`src/afe_ctrl_map.svh`:
```
`ifndef AFE_CTRL_MAP_SVH
`define AFE_CTRL_MAP_SVH
// register addresses within a device (3-bit field of the control word)
`define ADDR_SERIAL_MODE   3'h0
`define ADDR_CLOCK_RATE    3'h1
`define ADDR_POWER_REF     3'h2
`define ADDR_GAIN_CH12     3'h3
`define ADDR_GAIN_CH34     3'h4
`define ADDR_GAIN_CH56     3'h5
`define ADDR_INPUT_MODE    3'h6
`define ADDR_INVERT        3'h7
// all registers reset to zero
`define REG_RESET_VALUE    8'h00
// serial mode register fields
`define SM_OPMODE_BIT      0
`define SM_MIXED_BIT       1
`define SM_LOOPBACK_BIT    3
`define SM_CASCADE_LSB     4
`define SM_SOFT_RESET_BIT  7
// clock rate register fields
`define CR_DECIM_LSB       0
`define CR_SCLK_DIV_LSB    2
`define CR_MCLK_DIV_LSB    4
`define CR_ECHO_BIT        7
// power / reference register fields
`define PR_GLOBAL_BIT      0
`define PR_REF_POWER_BIT   5
`define PR_REF_OUT_BIT     6
// gain / power register fields (odd channel low nibble)
`define GP_LOW_GAIN_LSB    0
`define GP_LOW_POWER_BIT   3
`define GP_HIGH_GAIN_LSB   4
`define GP_HIGH_POWER_BIT  7
// input mode and invert fields
`define SEL_LSB            0
`define IM_MOD_RESET_BIT   6
`define IM_SINGLE_BIT      7
`define IV_TEST_BIT        6
`define IV_ENABLE_BIT      7
`endif

```
`src/afe_ctrl_pkg.sv`:
```
`default_nettype none
package afe_ctrl_pkg;
    typedef enum logic [1:0] {
        mode_program,
        mode_data,
        mode_mixed
    } op_mode_t;

    typedef struct packed {
        logic       valid;
        logic [2:0] addr;
        logic [7:0] data;
    } reg_write_t;

    typedef struct packed {
        op_mode_t   op_mode;
        logic       serial_loopback_enable;
        logic [2:0] cascade_count;
        logic [1:0] decimation_rate;
        logic [1:0] serial_clock_div;
        logic [2:0] master_clock_div;
        logic       control_echo_enable;
    } port_config_t;

    typedef struct packed {
        logic [5:0]  channel_power;
        logic [17:0] channel_gain;
        logic        reference_power_on;
        logic        reference_output_pin;
        logic [5:0]  modulator_reset;
        logic [5:0]  single_ended;
        logic [5:0]  invert;
        logic        test_mode_bit;
    } analog_config_t;
endpackage : afe_ctrl_pkg
`default_nettype wire

```
`src/afe_reg8.sv`:
```
`timescale 1ns/10ps
`default_nettype none
`include "afe_ctrl_map.svh"
// one eight-bit control register; soft reset forces the power-on value
module afe_reg8 #(
    parameter logic [2:0] ADDR = 3'h0
) (
    input  wire logic                   clk,
    input  wire logic                   reset,
    input  wire logic                   soft_reset,
    input  wire afe_ctrl_pkg::reg_write_t wr,
    output logic [7:0]                  q
);
    import afe_ctrl_pkg::*;
    logic [7:0] next_q;

    always_comb begin
        next_q = q;
        if (soft_reset) begin
            next_q = `REG_RESET_VALUE;
        end else if (wr.valid && wr.addr == ADDR) begin
            next_q = wr.data;
        end
    end

    always_ff @(posedge clk) begin
        if (reset) begin
            q <= `REG_RESET_VALUE;
        end else begin
            q <= next_q;
        end
    end
endmodule : afe_reg8
`default_nettype wire

```
`src/afe_control_register_bank.sv`:
```
`timescale 1ns/10ps
`default_nettype none
`include "afe_ctrl_map.svh"
//
// Behaviour
// - decimation rate comes from clock register bits 1:0
// - serial clock divider comes from clock register bits 3:2
// - master clock divider comes from clock register bits 6:4
// - echo enable set: every received control word is sent out
// - global power-up powers all six channels regardless of channel bits
// - power register bit 5 powers the reference up or down
// - reference powers up automatically whenever any channel is on
// - power register bit 6 enables the reference output pin
// - gain registers: odd channel low nibble, three gain bits, power on top
// - input mode: six selects, modulator reset bit 6, single-ended bit 7
// - mixed bit clear: mode bit picks program (0) or data (1)
// - mixed bit set: mixed mode, mode bit ignored
// - serial mode bit 3 selects serial loop-back
// - cascade count from serial mode bits 6:4, same on all devices
// - writing 1 to serial mode bit 7 starts a software reset
// - modulator reset holds selected channels only
// - single-ended applies to selected channels, else all differential
// - invert enable inverts selected channels; bit 6 is test mode
// - registers update on the falling serial clock edge
module afe_control_register_bank (
    input  wire logic                        clk,
    input  wire logic                        reset,
    input  wire logic                        sclk_fall,
    input  wire afe_ctrl_pkg::reg_write_t    wr,
    input  wire logic [15:0]                 word_in,
    input  wire logic                        word_in_valid,
    output logic [15:0]                      echo_word,
    output logic                             echo_valid,
    output afe_ctrl_pkg::port_config_t       port_cfg,
    output afe_ctrl_pkg::analog_config_t     analog_cfg,
    output logic                             soft_reset_active
);
    import afe_ctrl_pkg::*;

    ////////////////////////////////////////////////////////////////////////////////
    // register storage
    logic [7:0]  regs [8];
    logic        soft_reset;
    reg_write_t  wr_gated;

    // writes land only on the falling serial clock strobe
    assign wr_gated.valid = wr.valid && sclk_fall;
    assign wr_gated.addr  = wr.addr;
    assign wr_gated.data  = wr.data;

    genvar gi;
    generate
        for (gi = 0; gi < 8; gi++) begin : g_reg
            // each register separate, so one write never touches another
            afe_reg8 #(
                .ADDR (3'(gi))
            ) u_reg (
                .clk        (clk),
                .reset      (reset),
                .soft_reset (soft_reset),
                .wr         (wr_gated),
                .q          (regs[gi])
            );
        end
    endgenerate

    ////////////////////////////////////////////////////////////////////////////////
    // software reset: one-cycle pulse, reset bit stored as 1 for one cycle until the pulse clears it
    logic next_soft_reset;

    always_comb begin
        next_soft_reset = wr_gated.valid && wr.addr == `ADDR_SERIAL_MODE
                          && wr.data[`SM_SOFT_RESET_BIT];
    end

    always_ff @(posedge clk) begin
        if (reset) begin
            soft_reset <= 1'b0;
        end else begin
            soft_reset <= next_soft_reset;
        end
    end

    assign soft_reset_active = soft_reset;

    ////////////////////////////////////////////////////////////////////////////////
    // serial port configuration
    logic [7:0] sm;
    logic [7:0] cr;
    assign sm = regs[`ADDR_SERIAL_MODE];
    assign cr = regs[`ADDR_CLOCK_RATE];

    always_comb begin
        if (sm[`SM_MIXED_BIT]) begin
            port_cfg.op_mode = mode_mixed;
        end else if (sm[`SM_OPMODE_BIT]) begin
            port_cfg.op_mode = mode_data;
        end else begin
            port_cfg.op_mode = mode_program;
        end
        port_cfg.serial_loopback_enable = sm[`SM_LOOPBACK_BIT];
        port_cfg.cascade_count       = sm[`SM_CASCADE_LSB +: 3];
        port_cfg.decimation_rate     = cr[`CR_DECIM_LSB +: 2];
        port_cfg.serial_clock_div    = cr[`CR_SCLK_DIV_LSB +: 2];
        port_cfg.master_clock_div    = cr[`CR_MCLK_DIV_LSB +: 3];
        port_cfg.control_echo_enable = cr[`CR_ECHO_BIT];
    end

    ////////////////////////////////////////////////////////////////////////////////
    // control echo: registered copy of each received word
    logic [15:0] next_echo_word;
    logic        next_echo_valid;

    always_comb begin
        next_echo_valid = word_in_valid && cr[`CR_ECHO_BIT];
        next_echo_word  = next_echo_valid ? word_in : echo_word;
    end

    always_ff @(posedge clk) begin
        if (reset) begin
            echo_word  <= 16'h0000;
            echo_valid <= 1'b0;
        end else begin
            echo_word  <= next_echo_word;
            echo_valid <= next_echo_valid;
        end
    end

    ////////////////////////////////////////////////////////////////////////////////
    // analog configuration
    logic [7:0] pr;
    logic [7:0] im;
    logic [7:0] iv;
    logic [5:0] ch_bits;
    assign pr = regs[`ADDR_POWER_REF];
    assign im = regs[`ADDR_INPUT_MODE];
    assign iv = regs[`ADDR_INVERT];

    always_comb begin
        for (int c = 0; c < 3; c++) begin
            ch_bits[2*c]   = regs[`ADDR_GAIN_CH12 + 3'(c)][`GP_LOW_POWER_BIT];
            ch_bits[2*c+1] = regs[`ADDR_GAIN_CH12 + 3'(c)][`GP_HIGH_POWER_BIT];
            analog_cfg.channel_gain[6*c +: 3] =
                regs[`ADDR_GAIN_CH12 + 3'(c)][`GP_LOW_GAIN_LSB +: 3];
            analog_cfg.channel_gain[6*c+3 +: 3] =
                regs[`ADDR_GAIN_CH12 + 3'(c)][`GP_HIGH_GAIN_LSB +: 3];
        end
        // global power-up overrides the per-channel bits
        analog_cfg.channel_power = pr[`PR_GLOBAL_BIT] ? 6'h3f : ch_bits;
        // reference follows its bit but is forced on by any live channel
        analog_cfg.reference_power_on = pr[`PR_REF_POWER_BIT]
                                        || (|analog_cfg.channel_power);
        analog_cfg.reference_output_pin = pr[`PR_REF_OUT_BIT];
        analog_cfg.modulator_reset = im[`IM_MOD_RESET_BIT]
                                     ? im[`SEL_LSB +: 6] : 6'h00;
        analog_cfg.single_ended = im[`IM_SINGLE_BIT]
                                  ? im[`SEL_LSB +: 6] : 6'h00;
        analog_cfg.invert = iv[`IV_ENABLE_BIT] ? iv[`SEL_LSB +: 6] : 6'h00;
        analog_cfg.test_mode_bit = iv[`IV_TEST_BIT];
    end

    ////////////////////////////////////////////////////////////////////////////////
    // checks
    // flat copy and write strobes, only for the properties below
    logic [63:0] regs_flat;
    logic [7:0]  wr_taken;
    assign regs_flat = {regs[7], regs[6], regs[5], regs[4],
                        regs[3], regs[2], regs[1], regs[0]};

    always_comb begin
        wr_taken = 8'h00;
        // built from the raw inputs so a broken write gate cannot hide itself
        if (wr.valid && sclk_fall && !soft_reset) begin
            wr_taken[wr.addr] = 1'b1;
        end
    end

    // storage, timing and soft reset
    // write checks look one edge back, so a lost or early update shows up
    AST_SOFT_RESET_CLEARS: assert property (@(posedge clk) disable iff (reset)
        soft_reset |=> (regs_flat == 64'h0 && !soft_reset))
        else $error("soft reset did not restore defaults");
    AST_SOFT_RESET_CAUSE: assert property (@(posedge clk) disable iff (reset)
        (wr.valid && sclk_fall && wr.addr == 3'h0 && wr.data[7]) |=> soft_reset)
        else $error("reset bit write did not start soft reset");
    AST_SOFT_RESET_ONLY_WRITE: assert property (@(posedge clk) disable iff (reset)
        !(wr.valid && sclk_fall && wr.addr == 3'h0 && wr.data[7]) |=> !soft_reset)
        else $error("soft reset without a reset bit write");
    AST_WRITE_NEEDS_EDGE: assert property (@(posedge clk) disable iff (reset)
        (wr.valid && !sclk_fall && wr.addr == 3'h2 && wr.data != regs[2])
        |=> $stable(regs[2]))
        else $error("register changed without falling serial edge");
    AST_NO_EDGE_NO_CHANGE: assert property (@(posedge clk) disable iff (reset)
        (!(wr.valid && sclk_fall) && !soft_reset) |=> $stable(regs_flat))
        else $error("register changed with no write taken");
    AST_WRITE_LANDS: assert property (@(posedge clk) disable iff (reset)
        (wr.valid && sclk_fall && wr.addr == 3'h6 && !soft_reset) |=> regs[6] == $past(wr.data))
        else $error("write did not land");
    AST_INPUT_KEEPS_INVERT: assert property (@(posedge clk) disable iff (reset)
        wr_taken[6] |=> $stable(regs[7]))
        else $error("input mode write disturbed invert selects");
    AST_INVERT_KEEPS_INPUT: assert property (@(posedge clk) disable iff (reset)
        wr_taken[7] |=> $stable(regs[6]))
        else $error("invert write disturbed input mode selects");

    // serial port fields
    AST_DECIM_WRITE: assert property (@(posedge clk) disable iff (reset)
        wr_taken[1] |=> port_cfg.decimation_rate == $past(wr.data[1:0]))
        else $error("decimation rate field not taken");
    AST_SCLK_DIV_WRITE: assert property (@(posedge clk) disable iff (reset)
        wr_taken[1] |=> port_cfg.serial_clock_div == $past(wr.data[3:2]))
        else $error("serial clock divider field not taken");
    AST_MCLK_DIV_WRITE: assert property (@(posedge clk) disable iff (reset)
        wr_taken[1] |=> port_cfg.master_clock_div == $past(wr.data[6:4]))
        else $error("master clock divider field not taken");
    AST_ECHO_BIT_WRITE: assert property (@(posedge clk) disable iff (reset)
        wr_taken[1] |=> port_cfg.control_echo_enable == $past(wr.data[7]))
        else $error("echo enable bit not taken");
    AST_ECHO: assert property (@(posedge clk) disable iff (reset)
        (word_in_valid && cr[7]) |=> (echo_valid && echo_word == $past(word_in)))
        else $error("control word not echoed");
    AST_NO_ECHO: assert property (@(posedge clk) disable iff (reset)
        !cr[7] |=> !echo_valid)
        else $error("echo while disabled");
    AST_ECHO_HOLDS: assert property (@(posedge clk) disable iff (reset)
        !(word_in_valid && cr[7]) |=> $stable(echo_word))
        else $error("echo word changed without an echo");
    AST_MIXED_MODE: assert property (@(posedge clk) disable iff (reset)
        sm[1] |-> port_cfg.op_mode == mode_mixed)
        else $error("mixed bit ignored");
    AST_MODE_SELECT: assert property (@(posedge clk) disable iff (reset)
        (wr_taken[0] && !wr.data[1])
        |=> port_cfg.op_mode == ($past(wr.data[0]) ? mode_data : mode_program))
        else $error("program or data mode not selected");
    AST_LOOPBACK_WRITE: assert property (@(posedge clk) disable iff (reset)
        wr_taken[0] |=> port_cfg.serial_loopback_enable == $past(wr.data[3]))
        else $error("loop-back bit not taken");
    AST_CASCADE_WRITE: assert property (@(posedge clk) disable iff (reset)
        wr_taken[0] |=> port_cfg.cascade_count == $past(wr.data[6:4]))
        else $error("cascade count not taken");

    // power, reference, gain, input and invert fields
    AST_GLOBAL_POWER: assert property (@(posedge clk) disable iff (reset)
        pr[0] |-> analog_cfg.channel_power == 6'h3f)
        else $error("global power-up did not power all channels");
    AST_REF_AUTO: assert property (@(posedge clk) disable iff (reset)
        (|analog_cfg.channel_power) |-> analog_cfg.reference_power_on)
        else $error("reference off with a channel on");
    AST_REF_POWER_UP: assert property (@(posedge clk) disable iff (reset)
        (wr_taken[2] && wr.data[5]) |=> analog_cfg.reference_power_on)
        else $error("reference bit did not power the reference");
    AST_REF_POWER_DOWN: assert property (@(posedge clk) disable iff (reset)
        (!pr[5] && analog_cfg.channel_power == 6'h00) |-> !analog_cfg.reference_power_on)
        else $error("reference on with no cause");
    AST_REF_OUT_WRITE: assert property (@(posedge clk) disable iff (reset)
        wr_taken[2] |=> analog_cfg.reference_output_pin == $past(wr.data[6]))
        else $error("reference output bit not taken");
    AST_GAIN_CH12: assert property (@(posedge clk) disable iff (reset)
        wr_taken[3] |=> analog_cfg.channel_gain[5:0] == $past({wr.data[6:4], wr.data[2:0]}))
        else $error("gain of channels one and two not taken");
    AST_GAIN_CH34: assert property (@(posedge clk) disable iff (reset)
        wr_taken[4] |=> analog_cfg.channel_gain[11:6] == $past({wr.data[6:4], wr.data[2:0]}))
        else $error("gain of channels three and four not taken");
    AST_GAIN_CH56: assert property (@(posedge clk) disable iff (reset)
        wr_taken[5] |=> analog_cfg.channel_gain[17:12] == $past({wr.data[6:4], wr.data[2:0]}))
        else $error("gain of channels five and six not taken");
    AST_POWER_CH12: assert property (@(posedge clk) disable iff (reset)
        (wr_taken[3] && !pr[0])
        |=> analog_cfg.channel_power[1:0] == $past({wr.data[7], wr.data[3]}))
        else $error("power of channels one and two not taken");
    AST_POWER_CH34: assert property (@(posedge clk) disable iff (reset)
        (wr_taken[4] && !pr[0])
        |=> analog_cfg.channel_power[3:2] == $past({wr.data[7], wr.data[3]}))
        else $error("power of channels three and four not taken");
    AST_POWER_CH56: assert property (@(posedge clk) disable iff (reset)
        (wr_taken[5] && !pr[0])
        |=> analog_cfg.channel_power[5:4] == $past({wr.data[7], wr.data[3]}))
        else $error("power of channels five and six not taken");
    AST_MOD_RESET_WRITE: assert property (@(posedge clk) disable iff (reset)
        wr_taken[6] |=> analog_cfg.modulator_reset
                        == ($past(wr.data[6]) ? $past(wr.data[5:0]) : 6'h00))
        else $error("modulator reset select wrong");
    AST_SINGLE_SEL: assert property (@(posedge clk) disable iff (reset)
        wr_taken[6] |=> analog_cfg.single_ended
                        == ($past(wr.data[7]) ? $past(wr.data[5:0]) : 6'h00))
        else $error("single-ended select wrong");
    AST_INVERT_SEL: assert property (@(posedge clk) disable iff (reset)
        !iv[7] |-> analog_cfg.invert == 6'h00)
        else $error("invert active while disabled");
    AST_INVERT_WRITE: assert property (@(posedge clk) disable iff (reset)
        wr_taken[7] |=> analog_cfg.invert
                        == ($past(wr.data[7]) ? $past(wr.data[5:0]) : 6'h00))
        else $error("invert select wrong");
    AST_TEST_MODE_WRITE: assert property (@(posedge clk) disable iff (reset)
        wr_taken[7] |=> analog_cfg.test_mode_bit == $past(wr.data[6]))
        else $error("test mode bit not taken");

    COV_SOFT_RESET: cover property (@(posedge clk) soft_reset);
    COV_MIXED: cover property (@(posedge clk) port_cfg.op_mode == mode_mixed);
    COV_ECHO: cover property (@(posedge clk) echo_valid);
    COV_MOD_RESET: cover property (@(posedge clk) analog_cfg.modulator_reset != 6'h00);
    COV_LOOPBACK: cover property (@(posedge clk) port_cfg.serial_loopback_enable);
endmodule : afe_control_register_bank
`default_nettype wire

```
`config.mk`:
```
export PLATFORM = sky130hd
export DESIGN_NAME = afe_control_register_bank
export DESIGN_NICKNAME = d
export VERILOG_FILES = /design/src/afe_ctrl_pkg.sv /design/src/afe_reg8.sv /design/src/afe_control_register_bank.sv
export VERILOG_INCLUDE_DIRS = /design/src
export SDC_FILE = /design/constraint.sdc
export NUM_CORES = 1
export LEC_CHECK = 0
export BUFFER_PORTS_ARGS = -buffer_cell sky130_fd_sc_hd__buf_2
export CORE_AREA = 5 5 81 83
export CTS_CLUSTER_DIAMETER = 80
export CTS_CLUSTER_SIZE = 14
export DETAILED_ROUTE_END_ITERATION = 8
export DIE_AREA = 0 0 86 88
export GPL_TIMING_DRIVEN = 0
export PLACE_DENSITY = 0.84
export SYNTH_ARGS = -nofsm -noshare
export SYNTH_HDL_FRONTEND = slang
export SYNTH_SLANG_ARGS = --single-unit
```
`constraint.sdc`:
```
create_clock -name clk -period 3.8 [get_ports clk]
set_input_delay 0.38 -clock clk [delete_from_list [all_inputs] [get_ports clk]]
set_output_delay 0.38 -clock clk [all_outputs]
set_load 0.01 [all_outputs]
```
Word level (Yosys, flattened, before mapping):

Cells that the tools add are included.

* eq/ne operators: 7
* multiplexer cells: 6
* reduce and logical (&&, ||, !) cells: 15

Operators with widths (count)
* 6-bit two-way mux: 4
* 3-bit == test (second input constant): 4
* 1-bit logical AND: 11
* 3-bit by 2-bit == test with 1-bit output (second input constant): 2
* 6-bit OR reduction: 1
* 3-bit by 1-bit == test with 1-bit output (second input constant): 1
* 3-bit logical NOT: 1
* 2-bit two-way mux: 1
* 2-bit OR reduction: 1
* 1-bit logical OR: 1
* 1-bit two-way mux: 1

* flip-flop bits (word level): 80
* input bits: 32
* output and inout bits: 77
* logic and storage cells: 39

Logic depth before layout (Yosys ltp):

* depth after elaboration: 3
* mapped depth: 6
* gate-level depth less buffers: 3

Modules after synthesis:

From an unflattened synthesis, not the netlist that was laid out.

* cells, all modules: 411
* area total of the unflattened synthesis: 4657.0 µm²

By module, submodules not included
* afe_reg8 (g_reg[3].u_reg ...): instances 3, cells each 38, area an instance 493.0 µm², seq. area each 160.2 µm²
* afe_reg8 (g_reg[1].u_reg ...): instances 3, cells each 38, area an instance 457.9 µm², seq. area each 160.2 µm²
* afe_control_register_bank: instances 1, cells each 108, area an instance 918.4 µm², seq. area each 360.3 µm²
* afe_reg8 (g_reg[7].u_reg): instances 1, cells each 38, area an instance 474.2 µm², seq. area each 160.2 µm²
* afe_reg8 (g_reg[0].u_reg): instances 1, cells each 37, area an instance 411.6 µm², seq. area each 160.2 µm²

Worst setup path before layout:

OpenSTA, ideal clock, no wires.

* path kind: flip-flop to output port
* from: register g_reg[3].u_reg.q[7]
* to: output analog_cfg[20] in the netlist's numbering
* arrival time: 1.238 ns
* data required time: 3.420 ns
* setup slack: 2.182 ns
* cell stages (with the launch flop): 3
* buffers on the path: 0
* cell sequence: dfxtp_1 or4_1 or4_1

RTL lines
* start, declared: RTL line afe_reg8.sv:12 `output logic [7:0] q`
* start signal, assigned: RTL line afe_reg8.sv:28 `` q <= `REG_RESET_VALUE; ``
* start signal, assigned: RTL line afe_reg8.sv:30 `q <= next_q;`
* end, declared: RTL line afe_control_register_bank.sv:35 `output afe_ctrl_pkg::analog_config_t analog_cfg,`

==> impl_results.md <==
* Worst-Margin Slew at 421 ps
* Non-Filler Instances at 509
* Final nets at 461
* Post-Place Cells at 493
* Wirelength, routed at 7.12 mm
* Synthesized area at 0.00292 mm2
* Core Area at 0.00578 mm2
* DR vias/cell at 4.78
* Io pins at 109
* Slowest Stage Delay on Critical Path at 510 ps
* Final Util at 0.650
* Clock latency on the worst-skew pair at 350 ps
* Hold_sp: word_in[9]
* Syn Inst Count at 311
* CP Capture Point: analog_cfg[20]
* PostCTS Resize Cnt at 0
* Routed Antenna Nets at 0
* Worst setup EP type: output port
* Fin Hold WS at 272 ps
* Max Cap Viol at 0
* CP Class: flop to output port
* Fin area at 0.00376 mm2
* Area grow syn2layout at 28.9%
* Worst reg2reg path depth at 5
* Full die area at 0.00757 mm2
* Avg WL per Cell at 14.0 um
* Rel. slew slack at 0.718
* Via count at 2435
* Avg Inst Size Synth at 9.37 um2
* Final Wtd Congestion at 0.827
* Syn nets at 343
* Layout cells sized above 1 at 0.350
* Outcome: completed
* Most frequent cells in the layout: buf_2, nand2_1, dfxtp_1, mux2i_1, and2_1
* Initial core utilization at 0.504
* RSZ-0062 raised after global routing: no
* # diodes at 0
* First-pass GRT wire length at 11.3 mm
* All-layer global routing usage at 0.194
* Pin count of the biggest net entering global routing at 13
* Final routed DRC violation total at 0
* CTS tree: done
* Pwr Density at 405 mW/mm2
* Port bufs at 107
* Antenna violations before repair at 0
* Setup bufs post-CTS at 0
* Num CTS Buffers at 9
* Max Slew Vio Count at 0
* Initial DRT Pass Iterations at 4
* Clk buf depth at 2
* RR Endpoint: echo_word[8]$_SDFFE_PP0P_
* Worst reg2reg path startpoint: g_reg[1].u_reg.q[7]$_SDFFE_PP0P_
* Critical path required time at 3420 ps
* 1st-iter DRT viols at 57
* Crit-path cells: or4_1 > or4_1 > buf_2
* Hold_buf cts at 0
* Die Span Y at 88 um
* CTS Sinks at 75
* Crit path from: g_reg[3].u_reg.q[7]$_SDFFE_PP0P_
* Crit path DAT at 1720 ps
* Final TNS setup at 0 ps
* FF-to-FF setup slack at 2510 ps
* Leak Pwr at 2.12 nW
* CTS H-tree depth at 3
* Clk root buf: clkbuf_8
* Worst Setup Start Kind: flop
* Stages on the worst setup path at 3
* Critical path fanouts, max at 3
* Skew final at 7.32 ps
* GRT Residual Overflow at 0
* Most common cell after layout, fill and taps aside: buf_2
* Dpl cell area at 0.00354 mm2
* Ys Warns at 0
* Vias in the first global route at 2361
* Most numerous cell on the critical path: or4_1
* Sequential fraction of the synthesis area at 0.515
* Critical Path Slowest Stage Cell: or4_1
* Final period util at 0.553
* Clock transition at path regs at 70 ps
* Fill count at 494
* Largest delay share family, worst path: simple AND/OR/NAND/NOR gates
* Max Freq at 476 MHz
* Die Wd at 86 um
* Yosys reg bits at 75
* Final min period at 2100 ps
* Peak VDD IR at 0.240 mV
* Setup violators final at 0
* # rows at 28
* Yosys cell types at 18
* Critical path buffers and inverters at 1
* HP Class: input pin to flop
* DPL Wire Length at 5.21 mm
* Final Hold Vio Count at 0
worst min path at each step:
stage / to / cells past startpoint / slack (ps)
floorplan: g_reg[4].u_reg.q[7]$_SDFFE_PP0P_ / 2 / 430
global placement: echo_word[7]$_SDFFE_PP0P_ / 2 / 440
detailed placement: echo_word[0]$_SDFFE_PP0P_ / 2 / 450
CTS: echo_word[9]$_SDFFE_PP0P_ / 3 / 260
global route: echo_word[9]$_SDFFE_PP0P_ / 3 / 260
finish: echo_word[9]$_SDFFE_PP0P_ / 3 / 270
cells in the mapped netlist (all sizes together):
cell	number	area [um2]
a21oi	16	80.1
and3	1	6.26
nor2b	3	18.8
or2	6	37.5
nand2	104	403
nand3	2	20.0
nor3b	1	7.51
dfxtp	75	1500
or4	2	15.0
and2	19	119
mux2i	57	571
and3b	1	8.76
clkbuf	4	15.0
buf	17	101
nor2	3	11.3
kinds of logic (layout without fill, tap and decap cells):
group           count (synthesis)  after routing  share of synthesized area
compound gates                 16             16                     0.0275
buf+inv                        21            144                     0.0399
flops                          75             75                      0.515
mux                            57             57                      0.196
simple gates                  142            142                      0.222
registers in the layout (all words and copies together) (netlist names):
signal	count
echo_valid	1
g.u_reg.q	57
echo_word	16
soft_reset_active	1
metrics by stage:
stage | setup slack (ps) | total power [mW]
2_1_floorplan | 2180 | 0.864
3_3_place_gp | 2080 | 0.904
3_5_place_dp | 2060 | 0.905
4_1_cts | 1680 | 1.53
5_1_grt | 1630 | 1.58
6_report | 1700 | 1.52
per-layer routing:
| layer | wire (um) | up-vias | track usage |
|---|---|---|---|
| met3 | 739 | 7 | 0.0762 |
| li1 | - | 1241 | - |
| met2 | 3260 | 96 | 0.320 |
| met1 | 3080 | 1091 | 0.235 |
| met4 | 45 | 0 | 0.0532 |
| met5 | 0 | - | 0 |
where the power goes:
group / internal [mW] / switching [mW]
combinational: 0.0344 / 0.0525
sequential: 0.794 / 0.00513
clock: 0.355 / 0.279
layout make-up:
cell class	count	area, um2	share of cell area
Timing Repair Buffer	107	536	0.143
Buffer	21	116	0.0310
Clock inverter	4	47.5	0.0127
Tap cell	75	93.8	0.0250
Clock buffer	12	165	0.0440
Multi-Input combinational cell	215	1300	0.345
Sequential cell	75	1500	0.400
tightest hold or removal path: stages:
cell     delay, ps
buf_2          100
nand2_1         50
a21oi_1         50
Power figures use the tool's default switching activity.
